**config.mk**
```make
export PLATFORM = sky130hd
export DESIGN_NAME = mdu_uart
export DESIGN_NICKNAME = d
export VERILOG_FILES = /design/src/core/mdu_pkg.sv /design/src/core/mdu_mem.sv /design/src/core/mdu_uart.sv
export SDC_FILE = /design/constraint.sdc
export NUM_CORES = 1
export LEC_CHECK = 0
export BUFFER_PORTS_ARGS = -buffer_cell sky130_fd_sc_hd__buf_2
export CAP_MARGIN = 30
export CORE_AREA = 2 2 173 175
export DETAILED_ROUTE_END_ITERATION = 8
export DIE_AREA = 0 0 175 177
export PLACE_DENSITY = 0.77
export SLEW_MARGIN = 10
export SYNTH_ARGS = -nofsm -noshare
export SYNTH_HDL_FRONTEND = slang
export SYNTH_HIERARCHICAL = 1
export SYNTH_SLANG_ARGS = --single-unit
```
**constraint.sdc**
```tcl
create_clock -name clk -period 8.1 [get_ports clk]
set_clock_uncertainty 0.05 [all_clocks]
set_input_delay 0.81 -clock clk [delete_from_list [all_inputs] [get_ports clk]]
set_output_delay 0.81 -clock clk [all_outputs]
set_load 0.01 [all_outputs]
```
**src/core/mdu_pkg.sv**
```systemverilog
package mdu_pkg;

    // ------------------------------------------------------------
    // Register map and field layout
    // ------------------------------------------------------------
    localparam logic addr_data = 1'b0;
    localparam logic addr_stat = 1'b1;
    localparam int stat_busy_bit = 6;
    localparam int stat_empty_bit = 7;
    localparam logic [7:0] stat_reset = 8'h80;

    // ------------------------------------------------------------
    // Command codes and acknowledge byte
    // ------------------------------------------------------------
    localparam logic [7:0] cmd_reset = 8'hff;
    localparam logic [7:0] cmd_passthru = 8'h3f;
    localparam logic [7:0] ack_byte = 8'hfe;

    // ------------------------------------------------------------
    // Timing
    // ------------------------------------------------------------
    localparam int clk_mhz = 200;
    localparam int baud_rate = 31250;
    localparam int bit_cycles = clk_mhz * 1000000 / baud_rate;
    localparam int half_cycles = bit_cycles / 2;
    localparam int frame_bits = 10;
    localparam int fifo_depth = 16;

    // Serial engine states
    typedef enum logic [1:0] {
        mdu_idle_s = 2'b00,
        mdu_start_s = 2'b01,
        mdu_data_s = 2'b10,
        mdu_stop_s = 2'b11
    } mdu_ser_t;

    // Host register request
    typedef struct packed {
        logic addr;
        logic [7:0] wdata;
        logic wr;
        logic rd;
    } mdu_req_t;

    // FIFO request to the memory module
    typedef struct packed {
        logic we;
        logic [3:0] waddr;
        logic [7:0] wdata;
        logic [3:0] raddr;
    } mdu_mem_req_t;

endpackage

```
**src/core/mdu_mem.sv**
```systemverilog
`timescale 1ns/1ps
`default_nettype none
module mdu_mem #(
    parameter int aw = 4
) (
    input wire logic clk,
    input wire mdu_pkg::mdu_mem_req_t req,
    output logic [7:0] rdata
);
    logic [7:0] mem [2**aw];

    // Synchronous write, registered read
    always_ff @(posedge clk) begin
        if (req.we) begin
            mem[req.waddr] <= req.wdata;
        end
        rdata <= mem[req.raddr];
    end
endmodule
`default_nettype wire

```
**src/core/mdu_uart.sv**
```systemverilog
`timescale 1ns/1ps
`default_nettype none
// Function
// - Status bit6 busy, bit7 empty, reset 0x80
// - Status bits 5..0 read zero
// - Empty flag zero while byte waits
// - Interrupt high exactly while empty low and activated
// - Busy flag one while transmit FIFO full
// - Interrupt only from receive availability
// - Data read drops interrupt once drained
// - Interrupt forced low when not activated
// - Only commands FFh and 3Fh act
// - Reset command leaves mode, flushes receive
// - Reset acknowledged only outside pass-through
// - Reset state discards serial and host data
// - Reset state after command and power-on
// - Pass-through command flushes, acks, enables
// - Pass-through repeated in mode ignored
// - Pass-through moves bytes unchanged
// - Acknowledge precedes data, after flush
// - Availability after one received byte
// - 31.25k baud, 8N1 frames
// - Data bits least significant first
// - Full duplex, 16-byte FIFOs each
// - Data port readable and writable
module mdu_uart #(
    parameter int depth = mdu_pkg::fifo_depth,
    parameter int bit_cnt = mdu_pkg::bit_cycles
) (
    input wire logic clk,
    input wire logic sys_rst,
    input wire logic [0:0] addr,
    input wire logic [7:0] wdata,
    input wire logic wr_stb,
    input wire logic rd_stb,
    output logic [7:0] rdata,
    input wire logic activate,
    input wire logic serial_music_in,
    output logic serial_music_out,
    output logic irq
);
    localparam int aw = $clog2(depth);
    localparam logic [15:0] bit_n = 16'(bit_cnt - 1);
    localparam logic [15:0] half_n = 16'(bit_cnt / 2 - 1);
    localparam logic [3:0] last_bit = 4'(mdu_pkg::frame_bits - 3);

    initial begin
        if (depth != 16 || bit_cnt < 4 || bit_cnt > 65535) begin
            $error("mdu_uart: unsupported depth or bit count");
        end
    end

    // ------------------------------------------------------------
    // State
    // ------------------------------------------------------------
    typedef struct packed {
        logic mode;
        logic ack;
        logic [aw:0] rx_cnt;
        logic [aw-1:0] rx_wp;
        logic [aw-1:0] rx_rp;
        logic [7:0] byp;
        logic byp_v;
        logic [aw:0] tx_cnt;
        logic [aw-1:0] tx_wp;
        logic [aw-1:0] tx_rp;
        mdu_pkg::mdu_ser_t ts;
        logic [15:0] tdiv;
        logic [3:0] tbit;
        logic [7:0] tsh;
        logic tpend;
        mdu_pkg::mdu_ser_t rs;
        logic [15:0] rdiv;
        logic [3:0] rbit;
        logic [7:0] rsh;
        logic [7:0] rd;
        logic rd_sel;
        logic txo;
        logic irq;
    } mdu_st_t;

    mdu_st_t s_q, s_d;
    mdu_pkg::mdu_mem_req_t rxm, txm;
    logic [7:0] rx_rdata, tx_rdata;
    logic rx_empty_flag, tx_busy, host_data_read_strobe;

    // ------------------------------------------------------------
    // FIFO storage
    // ------------------------------------------------------------
    mdu_mem #(.aw(aw)) u_rx (
        .clk(clk),
        .req(rxm),
        .rdata(rx_rdata)
    );

    mdu_mem #(.aw(aw)) u_tx (
        .clk(clk),
        .req(txm),
        .rdata(tx_rdata)
    );

    // Flags seen by host
    assign rx_empty_flag = !(s_q.ack || s_q.rx_cnt != '0);
    assign tx_busy = s_q.tx_cnt[aw];
    assign host_data_read_strobe = rd_stb && addr == mdu_pkg::addr_data;

    // ------------------------------------------------------------
    // Next state
    // ------------------------------------------------------------
    always_comb begin
        logic rx_pop, rx_push, tx_push, tx_pop;
        logic [7:0] st;
        logic [7:0] head;
        // Head of the receive FIFO; a byte just written bypasses the RAM
        head = s_q.byp_v ? s_q.byp : rx_rdata;
        st = 8'h00;
        s_d = s_q;
        rx_pop = 1'b0;
        rx_push = 1'b0;
        tx_push = 1'b0;
        tx_pop = 1'b0;
        rxm = '0;
        txm = '0;
        rxm.raddr = s_q.rx_rp;
        txm.raddr = s_q.tx_rp;

        // Receive serial engine, samples mid-bit, LSB first
        unique case (s_q.rs)
            mdu_pkg::mdu_idle_s: begin
                if (!serial_music_in) begin
                    s_d.rs = mdu_pkg::mdu_start_s;
                    s_d.rdiv = half_n;
                end
            end
            mdu_pkg::mdu_start_s: begin
                if (s_q.rdiv == '0) begin
                    s_d.rs = serial_music_in ? mdu_pkg::mdu_idle_s
                                             : mdu_pkg::mdu_data_s;
                    s_d.rdiv = bit_n;
                    s_d.rbit = '0;
                end else begin
                    s_d.rdiv = s_q.rdiv - 16'h1;
                end
            end
            mdu_pkg::mdu_data_s: begin
                if (s_q.rdiv == '0) begin
                    s_d.rsh = {serial_music_in, s_q.rsh[7:1]};
                    s_d.rdiv = bit_n;
                    s_d.rbit = s_q.rbit + 4'h1;
                    if (s_q.rbit == last_bit) begin
                        s_d.rs = mdu_pkg::mdu_stop_s;
                    end
                end else begin
                    s_d.rdiv = s_q.rdiv - 16'h1;
                end
            end
            mdu_pkg::mdu_stop_s: begin
                if (s_q.rdiv == '0) begin
                    s_d.rs = mdu_pkg::mdu_idle_s;
                    // Framing errors dropped; full FIFO drops byte
                    rx_push = serial_music_in && s_q.mode
                              && !s_q.rx_cnt[aw];
                end else begin
                    s_d.rdiv = s_q.rdiv - 16'h1;
                end
            end
        endcase

        // Host read of the data port, acknowledge first
        if (host_data_read_strobe) begin
            if (s_q.ack) begin
                s_d.ack = 1'b0;
            end else if (s_q.rx_cnt != '0) begin
                rx_pop = 1'b1;
            end
        end
        s_d.rd_sel = host_data_read_strobe && !s_q.ack;
        st = {rx_empty_flag, tx_busy, 6'h00};
        s_d.rd = host_data_read_strobe
                 ? (s_q.ack ? mdu_pkg::ack_byte
                            : (s_q.rx_cnt != '0 ? head : 8'h00))
                 : (rd_stb ? st : 8'h00);

        // Host write of the data port
        if (wr_stb && addr == mdu_pkg::addr_data && s_q.mode
            && !tx_busy) begin
            tx_push = 1'b1;
        end

        // Transmit serial engine
        s_d.tpend = 1'b0;
        unique case (s_q.ts)
            mdu_pkg::mdu_idle_s: begin
                s_d.txo = 1'b1;
                if (s_q.tpend) begin
                    s_d.tsh = tx_rdata;
                    s_d.ts = mdu_pkg::mdu_start_s;
                    s_d.tdiv = bit_n;
                    s_d.txo = 1'b0;
                end else if (s_q.tx_cnt != '0 && s_q.mode) begin
                    tx_pop = 1'b1;
                    s_d.tpend = 1'b1;
                end
            end
            mdu_pkg::mdu_start_s, mdu_pkg::mdu_data_s: begin
                if (s_q.tdiv == '0) begin
                    s_d.tdiv = bit_n;
                    s_d.txo = s_q.tsh[0];
                    s_d.tsh = {1'b1, s_q.tsh[7:1]};
                    if (s_q.ts == mdu_pkg::mdu_start_s) begin
                        s_d.tbit = '0;
                        s_d.ts = mdu_pkg::mdu_data_s;
                    end else begin
                        s_d.tbit = s_q.tbit + 4'h1;
                        if (s_q.tbit == last_bit) begin
                            s_d.ts = mdu_pkg::mdu_stop_s;
                            s_d.txo = 1'b1; // stop bit
                        end
                    end
                end else begin
                    s_d.tdiv = s_q.tdiv - 16'h1;
                end
            end
            mdu_pkg::mdu_stop_s: begin
                if (s_q.tdiv == '0) begin
                    s_d.ts = mdu_pkg::mdu_idle_s;
                end else begin
                    s_d.tdiv = s_q.tdiv - 16'h1;
                end
            end
        endcase

        // FIFO pointers and counts, full duplex
        rxm.we = rx_push;
        rxm.waddr = s_q.rx_wp;
        rxm.wdata = s_q.rsh;
        txm.we = tx_push;
        txm.waddr = s_q.tx_wp;
        txm.wdata = wdata;
        if (rx_push) begin
            s_d.rx_wp = s_q.rx_wp + 1'b1;
        end
        if (rx_pop) begin
            s_d.rx_rp = s_q.rx_rp + 1'b1;
        end
        s_d.rx_cnt = s_q.rx_cnt + (aw+1)'(rx_push) - (aw+1)'(rx_pop);
        if (tx_push) begin
            s_d.tx_wp = s_q.tx_wp + 1'b1;
        end
        if (tx_pop) begin
            s_d.tx_rp = s_q.tx_rp + 1'b1;
        end
        s_d.tx_cnt = s_q.tx_cnt + (aw+1)'(tx_push) - (aw+1)'(tx_pop);

        // Command controller, acts at once
        if (wr_stb && addr == mdu_pkg::addr_stat) begin
            if (wdata == mdu_pkg::cmd_reset) begin
                s_d.mode = 1'b0;
                s_d.rx_cnt = '0;
                s_d.rx_wp = '0;
                s_d.rx_rp = '0;
                s_d.tx_cnt = '0;
                s_d.tx_wp = '0;
                s_d.tx_rp = '0;
                s_d.tpend = 1'b0;
                s_d.ack = !s_q.mode;
            end else if (wdata == mdu_pkg::cmd_passthru && !s_q.mode) begin
                s_d.mode = 1'b1;
                s_d.rx_cnt = '0;
                s_d.rx_wp = '0;
                s_d.rx_rp = '0;
                s_d.tx_cnt = '0;
                s_d.tx_wp = '0;
                s_d.tx_rp = '0;
                s_d.tpend = 1'b0;
                s_d.ack = 1'b1;
            end
        end
        // Outside pass-through the transmit engine is held idle with the line high
        if (!s_d.mode) begin
            s_d.ts = mdu_pkg::mdu_idle_s;
            s_d.txo = 1'b1;
        end

        // RAM prefetches the next head; same-edge write goes via bypass
        rxm.raddr = s_d.rx_rp;
        s_d.byp = s_q.rsh;
        s_d.byp_v = rx_push && s_q.rx_wp == s_d.rx_rp;

        // Interrupt follows the empty flag, gated by activate
        s_d.irq = activate && (s_d.ack || s_d.rx_cnt != '0);
    end

    // ------------------------------------------------------------
    // Registers
    // ------------------------------------------------------------
    always_ff @(posedge clk) begin
        if (sys_rst) begin
            s_q <= '0;
            s_q.txo <= 1'b1;
        end else begin
            s_q <= s_d;
        end
    end

    // Read data: FIFO word selected after a data read
    always_ff @(posedge clk) begin
        if (sys_rst) begin
            rdata <= 8'h00;
        end else begin
            rdata <= s_d.rd;
        end
    end

    assign serial_music_out = s_q.txo;
    assign irq = s_q.irq;
endmodule
`default_nettype wire

```
* Yosys cells after proc, flatten, opt, wreduce, memory -nomap -nowiden
Memory sizes are Yosys's and may differ from the RTL's. A register that Yosys moved wholly into a read port is not among the register bits. Cells that the tools add are included. W data, S select, Z words.
Storage, ports and cells: bits in registers 108, latch bits 0, memory bits (writable) 256, memory bits (read-only) 0, word-level logic and storage cells 158, memories 2
Memories:
- u_rx.mem | words 16, bits a word 8, rd ports 1, clocked after memory_dff 1, wr ports 1, line mdu_mem.sv:10 | logic [7:0] mem [2**aw];
- u_tx.mem | words 16, bits a word 8, rd ports 1, clocked after memory_dff 1, wr ports 1, line mdu_mem.sv:10
Operators by class: add/subtract/negate cells 12, multipliers 0, div/mod/pow operators 0, order comparisons 0, eq/ne operators 22, shift operators 0, mux-type cells 61, bitwise logic cells 2, reduce and logical (&&, ||, !) cells 37
Operator list (number):
- $pmux W18 S4 | 1
- $mux W16 | 4
- $mux W8 | 7
- $pmux W18 S3 | 1
- $mux W15 | 3
- $mux W13 | 3
- $mux W18 | 2
- $logic_not A16 Y1 | 2
- $sub A16 B1 Y16 const B | 2
- $add A4 B1 Y4 const B | 6
- $mux W4 | 6
- $mux W1 | 21
- $ne A2 B2 Y1 const B | 10
- $mux W2 | 9
- $pmux W8 S2 | 1
- $reduce_bool A5 Y1 | 3
- $mux W12 | 1
- $logic_and A1 B1 Y1 | 11
- $add A5 B1 Y5 | 2
- $reduce_and A2 Y1 | 5
- $sub A5 B1 Y5 | 2
- $eq A2 B2 Y1 const B | 4
- $eq A4 B3 Y1 const B | 2
- $eq A8 B6 Y1 const B | 1
- 15 further kinds | 25

* Logic depth before layout (Yosys ltp)
depth after elaboration 12, mapped depth 15, gate-level depth less buffers 15

* By module
Netlist, hierarchy kept.
Modules (own cells, without submodules):
- mdu_mem | instances 2, cells each 229, area an instance 5147.4 µm²
- mdu_uart | instances 1, cells each 655, area an instance 5590.4 µm²

* Worst setup path before layout
Ideal clock, no wire load.
path type in2reg, start point in serial_music_in, end point reg s_q, in the netlist irq, library setup time 70 ps, data arrival time 3207 ps, data required time 7980 ps, slack 4773 ps, stages on the path 13, cells stage by stage nand2_1 or3_2 nor2_1 inv_1 ha_1 inv_1 ha_1 fa_1 a21oi_1 o21bai_1 xnor2_1 a31o_2 a21oi_1
RTL lines:
- from (decl) | line mdu_uart.sv:38 | input wire logic serial_music_in,
- to (decl) | line mdu_uart.sv:82 | mdu_st_t s_q, s_d;

==> results.json <==
{
  "status": "complete, no violations",
  "dr_total_vias": 9302,
  "dp.cells": 1489,
  "boundaryPins": 25,
  "rows": 63,
  "die-area_um2": 31000,
  "syn_area_per_cell_um2": 14.3,
  "crit_arrival_ns": 4.08,
  "met1_length_mm": 13.9,
  "design.core.area_um2": 29200,
  "fin_util_pct": 60.0,
  "dr.pass1.iters": 5,
  "drc_errors": 0,
  "fillCellCount": 2188,
  "top_layer_used": "met5",
  "drt-total-wl_mm": 31.4,
  "ys_async_sr_fraction_pct": 0,
  "yosys_warnings": 6,
  "cts.clk_slew.worst_paths_ns": 0.06,
  "slowest_delay_ns": 0.68,
  "fin_crit_ns": 3.72,
  "start_util_pct": 54.3,
  "drive_above_1_share_pct": 14.2,
  "fmax_ghz": 0.269,
  "syn_area_um2": 15900,
  "start_kind": "register",
  "cts_setup_buffers": 0,
  "grt_antenna_before_repair": 1,
  "cts_max_path_buffers": 3,
  "dr_wl_met2_mm": 15.4,
  "cts-buffers-inserted": 39,
  "cts.root.buffer_cell": "clkbuf_16",
  "vdd_drop_max_mv": 0.191,
  "finalSetupViolCount": 0,
  "hold_buffers": 0,
  "cap_violations": 0,
  "rsz0062_at_grt": "no",
  "postSynthCellCount": 1113,
  "min_path_type": "register to register",
  "track_usage_pct": 20.8,
  "final_antenna_net_count": 0,
  "worstPathRequired_ns": 8.46,
  "crit_fanout": 18,
  "gp_congestion": 0.795,
  "cp-end-kind": "register",
  "dr_wl_met3_mm": 1.64,
  "cts_resized": 0,
  "cp-endpoint": "irq$_SDFF_PP0_",
  "vias_per_cell": 5.96,
  "detailed_place_hpwl_mm": 19.5,
  "critPathTopFamily": "simple AND/OR/NAND/NOR gates",
  "p_leak_nw": 5.93,
  "synth_edf_count": 256,
  "crit_slowest_cell": "dfxtp_1",
  "die_h_um": 177,
  "ys_seq_area_share_pct": 64.0,
  "hold_viol": 0,
  "wl_per_cell_um": 20.1,
  "ys_ff_latch": 380,
  "worstMarginPinSlew_ns": 1.01,
  "finalSetupTns_ns": 0,
  "nets": 1181,
  "reg2reg_slack_ns": 4.38,
  "worst-setup-path-type": "register to register",
  "yosysUniqueCellTypes": 75,
  "slew_headroom_pct": 32.6,
  "cts_tree": "yes",
  "synth_fp_nets": 1154,
  "crit_buf_inv": 2,
  "area_growth_pct": 10.5,
  "synth_flop_cell": "edfxtp_1",
  "cts_sinks": 380,
  "grt_start_max_net_pins": 63,
  "power_density_nw_per_um2": 241,
  "grt_pass1_vias": 9096,
  "die_x_um": 175,
  "finalMaxSlewViolations": 0,
  "r2r-end": "irq$_SDFF_PP0_",
  "worst-path-stages": 13,
  "io_buffers": 24,
  "dr.first_iter.drc_count": 891,
  "htree_levels": 2,
  "overflow": 0,
  "fin_hold_ws_ns": 0.426,
  "fin_cells": 1561,
  "post-route-period-util_pct": 46.0,
  "diodes": 0,
  "clkLatencyLatePin_ns": 0.53,
  "reg2regPathDepth": 13,
  "path_cells": "nor4bb_1, nand4_1, nor2_1, inv_1, ha_1, inv_1, ha_1, fa_1, a21oi_1, o21bai_1, xnor2_1, a31o_2, a21oi_1",
  "grt_pass1_wl_mm": 50.3
}
through the flow:
stage	power, mW	area (um2)	worst slack (ns)
floorplan	2.48	15900	4.77
global placement	2.54	16300	4.28
detailed placement	2.55	16300	4.23
CTS	4.27	17500	4.38
global route	4.39	17500	4.07
finish	4.24	17500	4.38
cells in the final DEF (no fill, tap or decap), drive strengths merged, types with 30 or more instances in the layout:
cell type / Yosys / final
inv: 36 / 38
edfxtp: 256 / 256
a22oi: 33 / 33
a21oi: 48 / 48
dfxtp: 124 / 124
nor2: 108 / 108
mux4: 64 / 64
clkbuf: 20 / 53
nand2: 57 / 57
o21ai: 30 / 30
buf: 23 / 35
cells in the mapped netlist, drive strengths merged (23+ instances only):
| cell | count | area [um2] |
|---|---|---|
| buf | 23 | 163 |
| inv | 36 | 135 |
| mux4 | 64 | 1550 |
| nor2 | 108 | 405 |
| a22oi | 33 | 248 |
| edfxtp | 256 | 7690 |
| a211oi | 25 | 193 |
| a21oi | 48 | 240 |
| ha | 24 | 300 |
| nand2 | 57 | 214 |
| o21ai | 30 | 150 |
| dfxtp | 124 | 2480 |
power by group:
group | internal [mW] | switching, mW | total [mW]
logic | 0.190 | 0.204 | 0.393
registers | 2.09 | 0.0291 | 2.12
clock network | 0.991 | 0.732 | 1.72
total | 3.27 | 0.965 | 4.24
worst min-delay path, delay by kind of cell, from the launching register on:
family	cells	cell delay, ns
AO/OA/AOI/OAI	1	0.06
flip-flops	1	0.30
AND/OR/NAND/NOR	1	0.08
how the worst min path moves through the flow:
stage                       startpoint                   to  slack (ns)  cells past startpoint
finish              s_q[88]$_SDFF_PP0_  rdata[2]$_SDFF_PP0_        0.43                      2
global route                  activate       irq$_SDFF_PP0_        0.47                      3
CTS                 s_q[88]$_SDFF_PP0_  rdata[2]$_SDFF_PP0_        0.43                      2
detailed placement  s_q[88]$_SDFF_PP0_  rdata[2]$_SDFF_PP0_        0.41                      2
global placement    s_q[88]$_SDFF_PP0_  rdata[2]$_SDFF_PP0_        0.40                      2
floorplan           s_q[87]$_SDFF_PP0_  rdata[1]$_SDFF_PP0_        0.39                      2
cell type report:
cell class / instances / area [um2] / area share, %
well taps: 390 / 488 / 2.78
repair buffers: 35 / 200 / 1.14
clock inverters: 19 / 181 / 1.03
multi-input cells: 648 / 5310 / 30.3
clock buffers: 53 / 1060 / 6.03
inverters: 36 / 135 / 0.770
flip-flops and latches: 380 / 10200 / 58.0
per-layer routing:
metal | up-vias | GRT usage [%]
li1 | 4353 | -
met1 | 4660 | 28.9
met2 | 248 | 35.0
met3 | 39 | 3.22
met4 | 2 | 4.48
met5 | - | 0
flip-flops by register name, indices dropped and copies added, names as in the netlist, named ones only:
signal,count
irq,1
rdata,8
rxm,12
s_q,85
serial_music_out,1
u_rx/mem,128
u_rx/rdata,8
u_tx/mem,128
u_tx/rdata,8
kinds of logic (layout without fill, tap and decap cells):
| kind of cell | after synthesis | after routing | synth area share, % |
|---|---|---|---|
| simple gates | 325 | 325 | 10.8 |
| buf+inv | 85 | 143 | 2.73 |
| xor+xnor | 27 | 27 | 1.49 |
| fa+ha+maj | 26 | 26 | 2.14 |
| mux | 88 | 88 | 11.3 |
| compound gates | 182 | 182 | 7.55 |
| flops | 380 | 380 | 64.0 |
No activity file was read; power rests on OpenSTA's default activity.
